**config.mk**
```make
export PLATFORM = sky130hd
export DESIGN_NAME = i2c_raw_interrupt_status
export DESIGN_NICKNAME = d
export VERILOG_FILES = /design/src/inc/i2c_stat_pkg.sv /design/src/core/sticky_flags.sv /design/src/core/bus_condition_detect.sv /design/src/core/i2c_raw_interrupt_status.sv
export SDC_FILE = /design/constraint.sdc
export NUM_CORES = 1
export LEC_CHECK = 0
export ABC_AREA = 1
export BUFFER_PORTS_ARGS = -buffer_cell sky130_fd_sc_hd__clkbuf_2
export CORE_AREA = 2 2 84 86
export CTS_BUF_LIST = sky130_fd_sc_hd__clkbuf_4 sky130_fd_sc_hd__clkbuf_8 sky130_fd_sc_hd__clkbuf_16
export CTS_CLUSTER_DIAMETER = 200
export DETAILED_ROUTE_END_ITERATION = 6
export DIE_AREA = 0 0 86 88
export GPL_ROUTABILITY_DRIVEN = 0
export PLACE_DENSITY = 0.81
export SLEW_MARGIN = 30
export SYNTH_ARGS = -nofsm -noshare
export SYNTH_HDL_FRONTEND = slang
export SYNTH_SLANG_ARGS = --single-unit
```
**constraint.sdc**
```tcl
create_clock -name clk_i -period 1.2 [get_ports clk_i]
set_input_delay 0.24 -clock clk_i [delete_from_list [all_inputs] [get_ports clk_i]]
set_output_delay 0.24 -clock clk_i [all_outputs]
set_load 0.02 [all_outputs]
```
**src/inc/i2c_stat_pkg.sv**
```systemverilog
// constants and carrier types for the i2c raw interrupt status block
package i2c_stat_pkg;

    // register byte addresses on the peripheral bus
    localparam logic [31:0] RAW_STAT_ADDR = 32'h5002_0334;
    localparam logic [31:0] CLR_INTR_ADDR = 32'h5002_0340;
    localparam logic [31:0] CLR_RD_REQ_ADDR = 32'h5002_0350;
    localparam logic [31:0] CLR_TRANSMIT_ABORT_FLAG_ADDR = 32'h5002_0354;
    localparam logic [31:0] CLR_ACTIVITY_ADDR = 32'h5002_035c;
    localparam logic [31:0] CLR_GENERAL_CALL_SEEN_ADDR = 32'h5002_0368;
    localparam logic [31:0] ABORT_CAUSE_ADDR = 32'h5002_0380;

    // status field layout
    localparam int unsigned STAT_W = 15;
    localparam int unsigned B_STUCK_LOW = 14;
    localparam int unsigned B_MASTER_HOLD = 13;
    localparam int unsigned B_RESTART = 12;
    localparam int unsigned B_GENERAL_CALL_SEEN = 11;
    localparam int unsigned B_START = 10;
    localparam int unsigned B_STOP = 9;
    localparam int unsigned B_ACTIVITY = 8;
    localparam int unsigned B_SLV_TX_DONE = 7;
    localparam int unsigned B_TX_ABORT = 6;
    localparam int unsigned B_RD_REQ = 5;
    localparam int unsigned B_CLR_FLAG = 0;

    // reset values
    localparam logic [STAT_W-1:0] STAT_RESET = 15'h0000;
    localparam logic [31:0] WORD_ZERO = 32'h0000_0000;
    localparam logic STUCK_LOW_RESET = 1'h0;

    localparam int unsigned ABORT_CAUSE_W = 16;
    localparam logic [ABORT_CAUSE_W-1:0] ABORT_CAUSE_RESET = 16'h0000;

    // peripheral bus request and answer
    typedef struct packed {
        logic psel;
        logic penable;
        logic pwrite;
        logic [31:0] paddr;
        logic [31:0] pwdata;
    } apb_req_s;

    typedef struct packed {
        logic pready;
        logic pslverr;
        logic [31:0] prdata;
    } apb_rsp_s;

    // static configuration bits from the controller's setup registers
    typedef struct packed {
        logic dynamic_target_update;
        logic empty_fifo_master_hold_enable;
        logic slave_repeated_start_detect_enable;
    } stat_cfg_s;

    // state and event strobes from the controller engine, same clock
    typedef struct packed {
        logic enable;
        logic master_mode;
        logic slave_mode;
        logic bus_held;
        logic tx_fifo_empty;
        logic slave_addressed;
        logic repeated_start;
        logic high_speed_mode;
        logic start_byte_xfer;
        logic general_call_acked;
        logic slave_tx_nack;
        logic tx_abort;
        logic [ABORT_CAUSE_W-1:0] abort_cause;
        logic read_request;
        logic engine_busy;
    } ctrl_evt_s;

endpackage : i2c_stat_pkg

```
**src/core/sticky_flags.sv**
```systemverilog
// bank of sticky flags where a set beats a simultaneous clear
`timescale 1ns/1ps
module sticky_flags
    import i2c_stat_pkg::*;
#(
    parameter int unsigned W = 1
) (
    input wire logic clk_i,
    input wire logic rst_n_i,
    input wire logic [W-1:0] set_i,
    input wire logic [W-1:0] clr_i,
    output logic [W-1:0] flags_o
);

    typedef struct packed {
        logic [W-1:0] flags;
    } sticky_state_s;

    sticky_state_s state;
    sticky_state_s next_state;

    // set wins so an event landing on the clearing read is not lost
    always_comb begin
        next_state.flags = (state.flags & ~clr_i) | set_i;
    end

    always_ff @(posedge clk_i) begin
        if (!rst_n_i) begin
            state.flags <= '0;
        end else begin
            state <= next_state;
        end
    end

    assign flags_o = state.flags;

endmodule : sticky_flags

```
**src/core/bus_condition_detect.sv**
```systemverilog
// start and stop detection on the synchronised serial pins
`timescale 1ns/1ps
module bus_condition_detect
    import i2c_stat_pkg::*;
(
    input wire logic clk_i,
    input wire logic rst_n_i,
    input wire logic scl_i,
    input wire logic sda_i,
    output logic start_o,
    output logic stop_o,
    output logic busy_o
);

    typedef struct packed {
        logic scl_meta;
        logic sda_meta;
        logic scl_sync;
        logic sda_sync;
        logic scl_prev;
        logic sda_prev;
        logic start;
        logic stop;
        logic busy;
    } detect_state_s;

    detect_state_s state;
    detect_state_s next_state;

    // meta stage feeds only the sync stage; edges look at sync and prev
    always_comb begin
        next_state = state;
        next_state.scl_meta = scl_i;
        next_state.sda_meta = sda_i;
        next_state.scl_sync = state.scl_meta;
        next_state.sda_sync = state.sda_meta;
        next_state.scl_prev = state.scl_sync;
        next_state.sda_prev = state.sda_sync;
        // data falls while clock stays high: start or repeated start
        next_state.start = state.scl_sync & state.scl_prev & state.sda_prev & ~state.sda_sync;
        // data rises while clock stays high: stop
        next_state.stop = state.scl_sync & state.scl_prev & ~state.sda_prev & state.sda_sync;
        if (next_state.start) begin
            next_state.busy = 1'b1;
        end else if (next_state.stop) begin
            next_state.busy = 1'b0;
        end
    end

    // pins idle high, so the sync chain resets to one to avoid a false edge
    always_ff @(posedge clk_i) begin
        if (!rst_n_i) begin
            state <= '{scl_meta: 1'b1, sda_meta: 1'b1, scl_sync: 1'b1, sda_sync: 1'b1,
                       scl_prev: 1'b1, sda_prev: 1'b1, start: 1'b0, stop: 1'b0,
                       busy: 1'b0};
        end else begin
            state <= next_state;
        end
    end

    assign start_o = state.start;
    assign stop_o = state.stop;
    assign busy_o = state.busy;

endmodule : bus_condition_detect

```
**src/core/i2c_raw_interrupt_status.sv**
```systemverilog
// raw interrupt status flags of the i2c controller with their clear registers
`timescale 1ns/1ps
module i2c_raw_interrupt_status
    import i2c_stat_pkg::*;
(
    input wire logic clk_i,
    input wire logic rst_n_i,
    input wire apb_req_s apb_req_i,
    input wire stat_cfg_s cfg_i,
    input wire ctrl_evt_s ctrl_i,
    input wire logic scl_i,
    input wire logic sda_i,
    output apb_rsp_s apb_rsp_o,
    output logic tx_fifo_flush_o,
    output logic clock_stretch_o
);

    typedef struct packed {
        apb_rsp_s rsp;
        logic master_hold;
        logic [ABORT_CAUSE_W-1:0] abort_cause;
        logic tx_flush;
        logic stretch;
    } stat_state_s;

    stat_state_s state;
    stat_state_s next_state;

    logic bus_start;
    logic bus_stop;
    logic bus_busy;
    logic [STAT_W-1:0] flag_set;
    logic [STAT_W-1:0] flag_clr;
    logic [STAT_W-1:0] flags;
    logic [STAT_W-1:0] raw_status;
    logic rd_done;
    logic clr_all_rd;
    logic clr_rd_req_rd;
    logic clr_abort_rd;
    logic clr_activity_rd;
    logic clr_general_call_seen_rd;
    logic restart_ok;

    // serial side start and stop seen by this block itself
    bus_condition_detect u_detect (
        .clk_i(clk_i),
        .rst_n_i(rst_n_i),
        .scl_i(scl_i),
        .sda_i(sda_i),
        .start_o(bus_start),
        .stop_o(bus_stop),
        .busy_o(bus_busy)
    );

    // the sticky event flags of the raw status word
    sticky_flags #(
        .W(STAT_W)
    ) u_flags (
        .clk_i(clk_i),
        .rst_n_i(rst_n_i),
        .set_i(flag_set),
        .clr_i(flag_clr),
        .flags_o(flags)
    );

    // a read finishes on the access cycle where our registered ready is high
    assign rd_done = apb_req_i.psel & apb_req_i.penable & state.rsp.pready & ~apb_req_i.pwrite;
    assign clr_all_rd = rd_done & (apb_req_i.paddr == CLR_INTR_ADDR);
    assign clr_rd_req_rd = rd_done & (apb_req_i.paddr == CLR_RD_REQ_ADDR);
    assign clr_abort_rd = rd_done & (apb_req_i.paddr == CLR_TRANSMIT_ABORT_FLAG_ADDR);
    assign clr_activity_rd = rd_done & (apb_req_i.paddr == CLR_ACTIVITY_ADDR);
    assign clr_general_call_seen_rd = rd_done & (apb_req_i.paddr == CLR_GENERAL_CALL_SEEN_ADDR);

    // restart precedes the address in these modes so nobody is addressed yet
    assign restart_ok = ~ctrl_i.high_speed_mode & ~ctrl_i.start_byte_xfer;

    // event sources into the sticky bank
    always_comb begin
        flag_set = STAT_RESET;
        flag_clr = STAT_RESET;
        flag_set[B_RESTART] = cfg_i.slave_repeated_start_detect_enable & ctrl_i.slave_mode
                            & ctrl_i.slave_addressed & ctrl_i.repeated_start
                            & restart_ok;
        flag_set[B_GENERAL_CALL_SEEN] = ctrl_i.general_call_acked;
        flag_set[B_START] = bus_start;
        flag_set[B_STOP] = bus_stop;
        flag_set[B_ACTIVITY] = ctrl_i.enable & (ctrl_i.engine_busy | bus_busy);
        flag_set[B_SLV_TX_DONE] = ctrl_i.slave_mode & ctrl_i.slave_tx_nack;
        flag_set[B_TX_ABORT] = ctrl_i.tx_abort;
        flag_set[B_RD_REQ] = ctrl_i.slave_mode & ctrl_i.read_request;
        // clears; the combined clear read sweeps every event flag
        flag_clr[B_RESTART] = clr_all_rd;
        flag_clr[B_GENERAL_CALL_SEEN] = ~ctrl_i.enable | clr_general_call_seen_rd | clr_all_rd;
        flag_clr[B_START] = clr_all_rd;
        flag_clr[B_STOP] = clr_all_rd;
        flag_clr[B_ACTIVITY] = ~ctrl_i.enable | clr_activity_rd | clr_all_rd;
        flag_clr[B_SLV_TX_DONE] = clr_all_rd;
        flag_clr[B_TX_ABORT] = clr_abort_rd | clr_all_rd;
        flag_clr[B_RD_REQ] = clr_rd_req_rd | clr_all_rd;
    end

    // assembled status word; stuck low stays at its reset value
    always_comb begin
        raw_status = flags;
        raw_status[B_MASTER_HOLD] = state.master_hold;
        raw_status[B_STUCK_LOW] = STUCK_LOW_RESET;
    end

    // next state: bus answer, hold level, abort cause, side outputs
    always_comb begin
        next_state = state;
        // master hold is a live level, not sticky, gated by both enables
        next_state.master_hold = cfg_i.dynamic_target_update
                               & cfg_i.empty_fifo_master_hold_enable
                               & ctrl_i.master_mode & ctrl_i.bus_held
                               & ctrl_i.tx_fifo_empty;
        // cause captured on the rising abort, dropped when the flag goes
        if (ctrl_i.tx_abort & ~flags[B_TX_ABORT]) begin
            next_state.abort_cause = ctrl_i.abort_cause;
        end else if (~flags[B_TX_ABORT]) begin
            next_state.abort_cause = ABORT_CAUSE_RESET;
        end
        // the flops take the flag's next value, so flush and stretch track
        // the flag with no lag and still come straight from flops
        next_state.tx_flush = (flags[B_TX_ABORT] & ~flag_clr[B_TX_ABORT])
                            | flag_set[B_TX_ABORT];
        next_state.stretch = (flags[B_RD_REQ] & ~flag_clr[B_RD_REQ])
                           | flag_set[B_RD_REQ];
        // no wait state: ready rises in the first access cycle
        next_state.rsp.pready = apb_req_i.psel & ~apb_req_i.penable;
        next_state.rsp.pslverr = 1'b0;
        next_state.rsp.prdata = WORD_ZERO;
        if (apb_req_i.psel & ~apb_req_i.penable) begin
            case (apb_req_i.paddr)
                RAW_STAT_ADDR: begin
                    // upper bits stay zero; writes here change nothing
                    next_state.rsp.prdata[STAT_W-1:0] = apb_req_i.pwrite ? STAT_RESET
                                                                        : raw_status;
                end
                CLR_INTR_ADDR: begin
                    next_state.rsp.prdata[B_CLR_FLAG] = ~apb_req_i.pwrite & (|flags);
                end
                CLR_RD_REQ_ADDR: begin
                    next_state.rsp.prdata[B_CLR_FLAG] = ~apb_req_i.pwrite & flags[B_RD_REQ];
                end
                CLR_TRANSMIT_ABORT_FLAG_ADDR: begin
                    next_state.rsp.prdata[B_CLR_FLAG] = ~apb_req_i.pwrite & flags[B_TX_ABORT];
                end
                CLR_ACTIVITY_ADDR: begin
                    next_state.rsp.prdata[B_CLR_FLAG] = ~apb_req_i.pwrite & flags[B_ACTIVITY];
                end
                CLR_GENERAL_CALL_SEEN_ADDR: begin
                    next_state.rsp.prdata[B_CLR_FLAG] = ~apb_req_i.pwrite & flags[B_GENERAL_CALL_SEEN];
                end
                ABORT_CAUSE_ADDR: begin
                    next_state.rsp.prdata[ABORT_CAUSE_W-1:0] = apb_req_i.pwrite
                                                              ? ABORT_CAUSE_RESET
                                                              : state.abort_cause;
                end
                default: begin
                    // unmapped address answers with an error, data zero
                    next_state.rsp.pslverr = 1'b1;
                end
            endcase
        end
    end

    // every field returns to a quiet value under reset
    always_ff @(posedge clk_i) begin
        if (!rst_n_i) begin
            state.rsp.pready <= 1'b0;
            state.rsp.pslverr <= 1'b0;
            state.rsp.prdata <= WORD_ZERO;
            state.master_hold <= 1'b0;
            state.abort_cause <= ABORT_CAUSE_RESET;
            state.tx_flush <= 1'b0;
            state.stretch <= 1'b0;
        end else begin
            state <= next_state;
        end
    end

    assign apb_rsp_o = state.rsp;
    assign tx_fifo_flush_o = state.tx_flush;
    assign clock_stretch_o = state.stretch;

endmodule : i2c_raw_interrupt_status

```
==> metrics, run 1 <==
via count=~2600; final setup violation count=0; Max IR drop VDD=about 0.57 mV; commonest non-fill, non-tap cells in the layout=92 x nand2_1, 88 x clkbuf_2, 55 x nor2_1; nets=~580; critical path startpoint category=flop; Worst path max stage delay=360 ps; CP max stage cell=dfxtp_4; sequential cell area fraction in the yosys report=between 40% and 50%; Mapped Cells=around 380; Mapped Area=~2600 um2; placed cells=539; Die Ht=88 um; hold path endpoint=u_detect.next_state[5]; Total Wirelength=around 6100 um; ANT nets after route=0; Crit. End Element=output port; row count=30; post-synthesis mux area share=0%; Hold WS=122 ps; Async SR Flop Fraction=0%; most common cell after layout, fill and taps aside=nand2_1; first-pass GRT wire length=9280 um; vias per std cell=between 4 and 5; hold wc startpoint=sda_i; drt drc=0; Final Hold Violating Endpoints=0; Yosys reg bits=52; Starting Density=39.1%; port buffer count=91; Tmin final=~1200 ps; Post-Layout Cell Count=552; synth-to-layout area growth=27.4%; worst reg2reg path depth=6; Final period util=between 90% and 100%; n_diodes=0; htree depth=2; CP Data Arrival Time=a little over 900 ps; Post-DP HPWL=between 4000 and 5000 um; WP data required=960 ps; max frequency=between 800 and 900 MHz; crit path cell chain=buf_12, clkbuf_8; Post-synth EDFFs=0; Clock Latency Late Sink=300 ps; R2R Path Start=apb_rsp_o[33]; Layout Skew=between 6 and 7 ps; fin area=roughly 3300 um2; wire per inst=11.0 um; post-synthesis xor/xnor area fraction=0%; hold crit path type=in -> reg; Crit Path Category=reg -> out; total power=0.00333 W; family with the most delay on the worst path=flip-flops; largest family of logic cells by synthesized area=simple AND/OR/NAND/NOR gates; core area=6640 um2; Crit Reg-Reg Endpoint=u_flags.flags_o[11]; Syn Area/Cell=about 6.8 um2; total gr overflow=0; largest net degree at the start of global routing=30; count of pins over their slew limit=0; GRT Total Usage=approximately 15%; Leak=around 1.7 nW; DRT Pass-1 Iters=4; Die X=86 um; top_reg_cell synth=dfxtp_1; Num CTS Buffers=5; Root Driver=clkbuf_8; Initial DRC Count=about 190; initial antenna violation count=0; CTS tree=done; maxcap violations=0; clock transition at the registers of the reported paths=80 ps; adder-cell area share of the yosys netlist=0%; fraction of the mapped netlist area in simple logic gates=36.8%; area of placed instances=3060 um2; synth unique cells=26; Max clock buf depth=2; CTS Sinks=52; P per Cell Area=between 1000 and 1500 nW/um2; die area=roughly 7600 um2; flop2flop setup slack=~70 ps; Yosys Warn Count=0; layout cells sized above 1=between 30 and 40%; IO Count=between 100 and 150; critical path buffer and inverter count=2; Max Fanout on Critical Path=6; Synth Area in Compound Gates=under 10%; vias in the first global route=2246; outcome=finished clean; hold-critical path depth=2
how the worst max path moves through the flow:
stage / startpoint / endpoint / slack (ps) / cells after the start
after floorplan: apb_req_i[47] / u_flags.flags_o[10] / 40 / 8
after global placement: apb_req_i[47] / u_flags.flags_o[10] / -180 / 9
after detailed placement: apb_req_i[45] / u_flags.flags_o[10] / -220 / 9
after CTS: u_flags.flags_o[6] / tx_fifo_flush_o / 10 / 2
after global routing: apb_req_i[53] / apb_rsp_o[9] / -30 / 10
final: u_flags.flags_o[6] / tx_fifo_flush_o / 30 / 2
metrics by stage:
stage / TNS [ps] / utilization (%) / setup slack [ps]
final: 0 / 49.8 / 27.5
after global routing: -36.6 / 49.8 / -25.9
after CTS: 0 / 48.4 / 11.1
after detailed placement: -4380 / 46.1 / -223
after global placement: -3730 / 46.1 / -183
after floorplan: 0 / - / 37.1
what timing repair did:
| action | CTS | global route |
|---|---|---|
| cloned | 1 | 1 |
| endpoints found under the hold margin | 0 | 0 |
| buffers inserted | 1 | 3 |
| endpoints found under the setup margin | 1 | 19 |
| hold buffers | 0 | 0 |
| gates resized for setup | 4 | 17 |
| pin swaps | 0 | 13 |
flip-flops by register name, indices dropped and copies added (netlist names):
signal and count:
u_detect.next_state 4, state 16, u_flags.flags_o 8, u_detect.stop_o 1
u_detect.busy_o 1, raw_status 1, u_detect.state 2, u_detect.start_o 1
apb_rsp_o 18
Yosys cell counts (2+ instances only):
cell type	instances	area (um2)
a21oi_1	25	125
dfxtp_1	52	1040
nor2_4	3	33.8
nand2_2	2	12.5
inv_1	38	143
nand4_1	3	18.8
inv_2	4	15.0
nor2_2	4	25.0
or2_2	5	31.3
nor3_1	3	15.0
nand2_1	94	353
nor2_1	59	221
nand3_1	34	170
buf_2	2	10.0
nand3_2	2	20.0
buf_4	34	255
clkbuf_1	6	22.5
cell type report:
type | instances | area [um2]
Clock buffer | 7 | 96.3
Fill cell | 647 | 3340
Inverter | 44 | 168
Multi-Input combinational cell | 257 | 1210
Sequential cell | 52 | 1050
Tap cell | 80 | 100
Timing Repair Buffer | 112 | 684
cells by family (layout without fill, tap and decap cells):
| family | count (synthesis) | in the layout |
|---|---|---|
| buf+inv | 86 | 163 |
| other cells | 1 | 16 |
| simple gates | 213 | 214 |
| flops | 52 | 52 |
| compound gates | 27 | 27 |
power breakdown:
| group | switching [W] | internal, W |
|---|---|---|
| logic | 0.000271 | 0.000222 |
| clock network | 0.000519 | 0.000514 |
| registers | 0.0000308 | 0.00178 |
per-layer routing:
layer  track usage, %  vias up  part of all wire (%)  wire (um)
met3             4.15       11                   7.1        431
met2             27.0       93                    49       3020
met1             18.2     1154                    42       2540
met5                0        -                     0          0
met4             4.33        0                   1.8        109
li1                 -     1304                     -          -
No activity file was read; power rests on OpenSTA's default activity.
==> inputs of run 2 (changes only) <==
--- a/config.mk
+++ b/config.mk
@@ -7,13 +7,13 @@
 export LEC_CHECK = 0
 export ABC_AREA = 1
 export BUFFER_PORTS_ARGS = -buffer_cell sky130_fd_sc_hd__clkbuf_2
-export CORE_AREA = 2 2 84 86
+export CORE_AREA = 2 2 97 99
 export CTS_BUF_LIST = sky130_fd_sc_hd__clkbuf_4 sky130_fd_sc_hd__clkbuf_8 sky130_fd_sc_hd__clkbuf_16
 export CTS_CLUSTER_DIAMETER = 200
 export DETAILED_ROUTE_END_ITERATION = 6
-export DIE_AREA = 0 0 86 88
+export DIE_AREA = 0 0 99 101
 export GPL_ROUTABILITY_DRIVEN = 0
-export PLACE_DENSITY = 0.81
+export PLACE_DENSITY = 0.65
 export SLEW_MARGIN = 30
 export SYNTH_ARGS = -nofsm -noshare
 export SYNTH_HDL_FRONTEND = slang
==> constraint.sdc (replaced) <==
create_clock -name clk_i -period 1.2 [get_ports clk_i]
set_input_delay 0 -clock clk_i [delete_from_list [all_inputs] [get_ports clk_i]]
set_output_delay 0 -clock clk_i [all_outputs]
set_load 0.02 [all_outputs]
==> run 2 against run 1 <==
  * Fmax is 3.7% higher
  * Critical path depth is the same
  * Setup slack improved by 41 ps
  * Register-to-register slack better by 20 ps
  * First-iteration DRC count shrank 52%
  * Sequential share of layout area fell by 1.3 points
  * Final area grew 3.8%
  * Non-clock buffer count grew 17
  * Die area increased by 32%
  * Flip-flop and latch count is the same
  * Cell count up 8.7%
==> metrics, run 2 (synthesis gave the netlist of run 1 again) <==
outcome=finished clean; WP data required=between 1000 and 1500 ps; Clk pwr share=roughly 29%; combinational share of power=15.6%; first-pass GRT wire length=between 10000 and 15000 um; n_diodes=0; Total Wirelength=approximately 6300 um; clock transition at the registers of the reported paths=90 ps; CTS Sinks=52; die area=roughly 10000 um2; Initial DRC Count=between 90 and 100; Tmin final=1130 ps; Num CTS Buffers=5; Sw Share=between 20% and 30%; crit path cell chain=buf_4, clkbuf_2; Max Fanout on Critical Path=20; vias per std cell=roughly 4.3; drt drc=0; Final Util=38.2%; total gr overflow=0; Largest register FFs=18; Worst path max stage delay=~350 ps; Die Ht=approximately 100 um; Max clock buf depth=2; hold crit path type=in -> reg; final setup violation count=0; row count=35; DRT Pass-1 Iters=4; Final Hold Violating Endpoints=0; initial antenna violation count=0; Leak=about 1.7 nW; largest net degree at the start of global routing=30; via count=2551; htree depth=2; Seq pwr share=a little under three fifths; most common cell after layout, fill and taps aside=nand2_1; Crit. End Element=output port; layout cells sized above 1=between 20% and 30%; Final period util=94.3%; commonest non-fill, non-tap cells in the layout=94 x nand2_1, 91 x clkbuf_2, 57 x nor2_1; core area=between 8000 and 9000 um2; fillers=between 900 and 1000; Layout Skew=9.51 ps; nets=approximately 600; CP max stage cell=dfxtp_1; Clock Latency Late Sink=300 ps; area of the multi-input gates=around 1200 um2; family with the most delay on the worst path=buffers and inverters; Max IR drop VDD=0.413 mV; max frequency=around 880 MHz; maxcap violations=0; critical path buffer and inverter count=2; critical path startpoint category=flop; Int Power=approximately 0.0024 W; postcts setup bufs=0; Starting Density=between 20% and 30%; vias in the first global route=about 2500; ANT nets after route=0; port buffer count=91; wire per inst=about 11 um; GRT Total Usage=between 10% and 20%; CTS tree=done; Hold WS=16.5 ps; Die X=a little under 100 um; CP Data Arrival Time=1130 ps; NetSw=0.000866 W; synth-to-layout area growth=32.3%; Root Driver=clkbuf_8; P per Cell Area=about 960 nW/um2; count of pins over their slew limit=0; IO Count=140; Crit Path Category=reg -> out; Seq. cell area=approximately 1000 um2; Post-DP HPWL=4840 um
-- run 2: cell types whose count changed in the layout (fill, tap and decap cells not counted), sizes merged --
cell and delta:
dlygate4sd3 +31, buf -15, clkinv +3, bufbuf -1, nor2 -1
-- run 2: power groups by stage --
| stage | registers, W | logic, W | clock network (W) |
|---|---|---|---|
| 5_1_grt | 0.00181 | 0.000570 | 0.00109 |
| 4_1_cts | 0.00181 | 0.000509 | 0.00103 |
| 2_1_floorplan | 0.00184 | 0.000271 | 0 |
| 3_5_place_dp | 0.00185 | 0.000431 | 0 |
| 3_3_place_gp | 0.00184 | 0.000421 | 0 |
| 6_report | 0.00181 | 0.000514 | 0.000966 |
-- run 2: per-layer routing --
metal  up-vias  track usage [%]  share of wire (%)
li1       1333                -                  -
met1      1152             14.8                 44
met2        59             23.9                 50
met3         7             2.77                4.9
met4         0             3.06               0.84
met5         -                0                  0
-- run 2: area by class of cell --
cell class                      instances  share of cell area (%)
Clock inverter                          3                   0.547
Timing Repair Buffer                  129                    23.8
Inverter                               44                    4.89
Multi-Input combinational cell        256                    34.3
Tap cell                              111                    4.05
Sequential cell                        52                    30.3
Clock buffer                            5                    2.01
-- run 2: final timing paths --
path                                        startpoint                     end  slack [ps]  cells past startpoint
worst max-delay path                u_flags.flags_o[6]         tx_fifo_flush_o          70                      2
worst min-delay path                        ctrl_i[21]     u_flags.flags_o[12]          20                      4
worst max register to register           apb_rsp_o[33]      u_flags.flags_o[8]          90                      6
worst min register to register  u_detect.next_state[6]  u_detect.next_state[4]         420                      1
-- run 2: worst min-delay path: cells and delay by family --
kind	cells	cell delay, ps
buffers and inverters	1	70
AOI/OAI and AO/OA	1	70
and+or+nand+nor	2	130
-- run 2: timing repair --
| action | CTS | global route |
|---|---|---|
| gates resized for setup | 0 | 5 |
| hold buffers | 31 | 0 |
| endpoints found under the hold margin | 25 | 0 |
| endpoints found under the setup margin | 0 | 9 |
-- run 2: metrics by stage --
step	instance area [um2]	power [W]	std cells	TNS (ps)	setup WS [ps]
floorplan	2650	0.00211	394	0	58.3
global route	3430	0.00348	600	-7.33	-7.33
CTS	3410	0.00334	600	0	36.3
finish	3430	0.00329	600	0	68.9
detailed placement	3010	0.00228	561	-4.48	-3.82
global placement	3010	0.00226	561	0	6.02
==> inputs of run 3 (changes only) <==
--- a/config.mk
+++ b/config.mk
@@ -5,15 +5,14 @@
 export SDC_FILE = /design/constraint.sdc
 export NUM_CORES = 1
 export LEC_CHECK = 0
-export ABC_AREA = 1
 export BUFFER_PORTS_ARGS = -buffer_cell sky130_fd_sc_hd__clkbuf_2
-export CORE_AREA = 2 2 97 99
+export CORE_AREA = 2 2 91 93
 export CTS_BUF_LIST = sky130_fd_sc_hd__clkbuf_4 sky130_fd_sc_hd__clkbuf_8 sky130_fd_sc_hd__clkbuf_16
 export CTS_CLUSTER_DIAMETER = 200
 export DETAILED_ROUTE_END_ITERATION = 6
-export DIE_AREA = 0 0 99 101
+export DIE_AREA = 0 0 93 95
 export GPL_ROUTABILITY_DRIVEN = 0
-export PLACE_DENSITY = 0.65
+export PLACE_DENSITY = 0.68
 export SLEW_MARGIN = 30
 export SYNTH_ARGS = -nofsm -noshare
 export SYNTH_HDL_FRONTEND = slang
==> run 3 against run 2 <==
  * The run now ends with hold timing left
  * Clock skew fell by 2.5 ps
  * Synthesized cell count decreased by 35%
  * Core utilization up 2.8 points
  * Final area fell by 5.3%
  * Fmax shrank 4.4%
  * Flip-flop and latch count unchanged
  * Die area fell by 12%
  * Register-to-register slack got worse by 70 ps
  * Critical path depth is 2 higher
  * First-iteration DRC count increased by 22%
  * Clock-buffer cell count did not move
  * Critical path type is now reg -> reg
  * Highest routed layer unchanged
==> metrics, run 3 <==
fillers=825; Syn Area/Cell=approximately 9.4 um2; Async SR Flop Fraction=0%; Post-DP HPWL=approximately 4500 um; Final Worst Setup Slack=~17 ps; CP max stage cell=dfxtp_2; Clock Latency Late Sink=~300 ps; Crit. End Element=flop; Worst path max stage delay=~350 ps; WP data required=1400 ps; ANT nets after route=0; Yosys reg bits=52; core area=7930 um2; Post-Layout Cell Count=approximately 470; Die Ht=95 um; Largest register FFs=18; DRT Pass-1 Iters=4; Max IR drop VDD=roughly 0.56 mV; Layout Skew=6.98 ps; synth-to-layout area growth=40.6%; commonest non-fill, non-tap cells in the layout=91 x clkbuf_2, 50 x dfxtp_1, 33 x nor2_1; Initial DRC Count=113; crit path cell chain=mux2_2, a32o_1, a32oi_2, a21oi_2; critical path startpoint category=flop; drt drc=0; critical path buffer and inverter count=0; max frequency=around 840 MHz; n_diodes=0; sequential cell area fraction in the yosys report=a little under half; Mapped Cells=roughly 250; layout cells sized above 1=between 30% and 40%; port buffer count=a little over 90; top area cells in the synthesized netlist=dfxtp_1 45%, buf_4 11%, a22oi_1 8.1%; maxcap violations=0; synth unique cells=47; Post-synth EDFFs=0; Crit Path Category=reg -> reg; P per Cell Area=1040 nW/um2; largest area contributor in the netlist=dfxtp_1; Yosys top cell area share=between 40% and 50%; top_reg_cell synth=dfxtp_1; total gr overflow=0; CP Data Arrival Time=roughly 1400 ps; clock transition at the registers of the reported paths=100 ps; GRT Total Usage=between 10 and 15%; Hold WS=-2.60 ps; Final period util=a little over nine tenths; Final Hold Violating Endpoints=1; Leak=~1.4 nW; die area=8840 um2; Max Fanout on Critical Path=4; postcts setup bufs=0; final setup violation count=0; wire per inst=between 10 and 15 um; Seq. cell area=about 1000 um2; Synth top cells by count=52 x dfxtp_1, 34 x buf_4, 33 x nor2_1; hold crit path type=in -> reg; Max clock buf depth=2; Die X=between 90 and 100 um; family with the most delay on the worst path=compound AO/OA/AOI/OAI gates; via count=2180; Total Wirelength=roughly 6000 um; outcome=finished with violations; area of the multi-input gates=about 1100 um2; fin area=between 3000 and 4000 um2; Yosys Warn Count=0; most common cell after layout, fill and taps aside=clkbuf_2; row count=33; Num CTS Buffers=5; count of pins over their slew limit=0; htree depth=2; Tmin final=~1200 ps; area of placed instances=between 2000 and 3000 um2; Starting Density=between 20% and 30%; Root Driver=clkbuf_8; vias in the first global route=slightly above 2000; largest net degree at the start of global routing=19; RSZ-0062 raised after global routing=yes; CTS Sinks=52; setup TNS=0 ps; vias per std cell=~4.6; first-pass GRT wire length=about 10000 um; failing checks=hold timing; flop2flop setup slack=between 15 and 20 ps; IO Count=between 100 and 150; Mapped Area=2310 um2; Place WS=-236 ps; total power=around 0.0034 W; placed cells=about 440; CTS tree=done; most frequent cell after synthesis=dfxtp_1; nets=between 400 and 500; initial antenna violation count=0
-- run 3: cell types whose count changed after synthesis, sizes merged, moves of 12 or more --
cell,change
a21oi,-12
a22oi,+25
inv,-41
nand2,-91
nand3,-31
nor2,-34
-- run 3: kinds of logic (layout without fill, tap and decap cells) --
kind of cell    Yosys count  after routing  share of synthesized area [%]
flops                    52             52                           45.0
simple gates             89             89                           23.9
other cells               1             16                          0.162
xor+xnor                  1              1                          0.379
compound gates           56             56                           16.6
buf+inv                  46            151                           13.4
mux                       1              1                          0.487
-- run 3: final timing paths --
kind                          start                endpoint  cells past startpoint
max              u_flags.flags_o[6]            apb_rsp_o[0]                      4
min reg2reg  u_detect.next_state[5]  u_detect.next_state[3]                      1
min                      ctrl_i[27]      u_flags.flags_o[5]                      3
max reg2reg      u_flags.flags_o[6]            apb_rsp_o[0]                      4
-- run 3: cell type report --
class,instances,share of cell area [%]
well taps,105,4.04
flip-flops and latches,52,32.1
inverters,3,0.347
clock inverters,3,0.847
clock buffers,5,2.12
multi-input cells,163,32.7
repair buffers,140,27.8
-- run 3: tightest hold or removal path, cell delays in order --
cell and delay [ps]:
clkbuf_2 120, nand3_1 80, o211ai_1 70
-- run 3: layer usage --
metal  GRT usage, %  vias to the layer above  routed length [um]
met2           25.1                      103                2920
met4           2.57                        0                  19
li1               -                     1086                   -
met1           17.6                      989                2590
met5              0                        -                   0
met3           3.83                        2                 520
-- run 3: stage by stage --
stage / hold slack (ps) / utilization (%)
after floorplan: 73.0 / -
after global placement: 180 / 36.0
after detailed placement: 184 / 36.0
after CTS: 7.44 / 40.7
after global routing: 4.52 / 41.0
final: -2.60 / 41.0
-- run 3: what timing repair did --
action	4_1_cts	5_1_grt
hold buffers	28	0
pin swaps	2	1
endpoints found under the setup margin	1	9
resized for setup	1	5
hold endpoints to repair	23	0
gates cloned	0	1
-- run 3: power by group --
part           internal (W)  leakage (nW)  switching (W)
Combinational      0.000265         0.973       0.000266
Clock              0.000429        0.0463       0.000615
Sequential          0.00178         0.424      0.0000334
Total               0.00248          1.44       0.000914
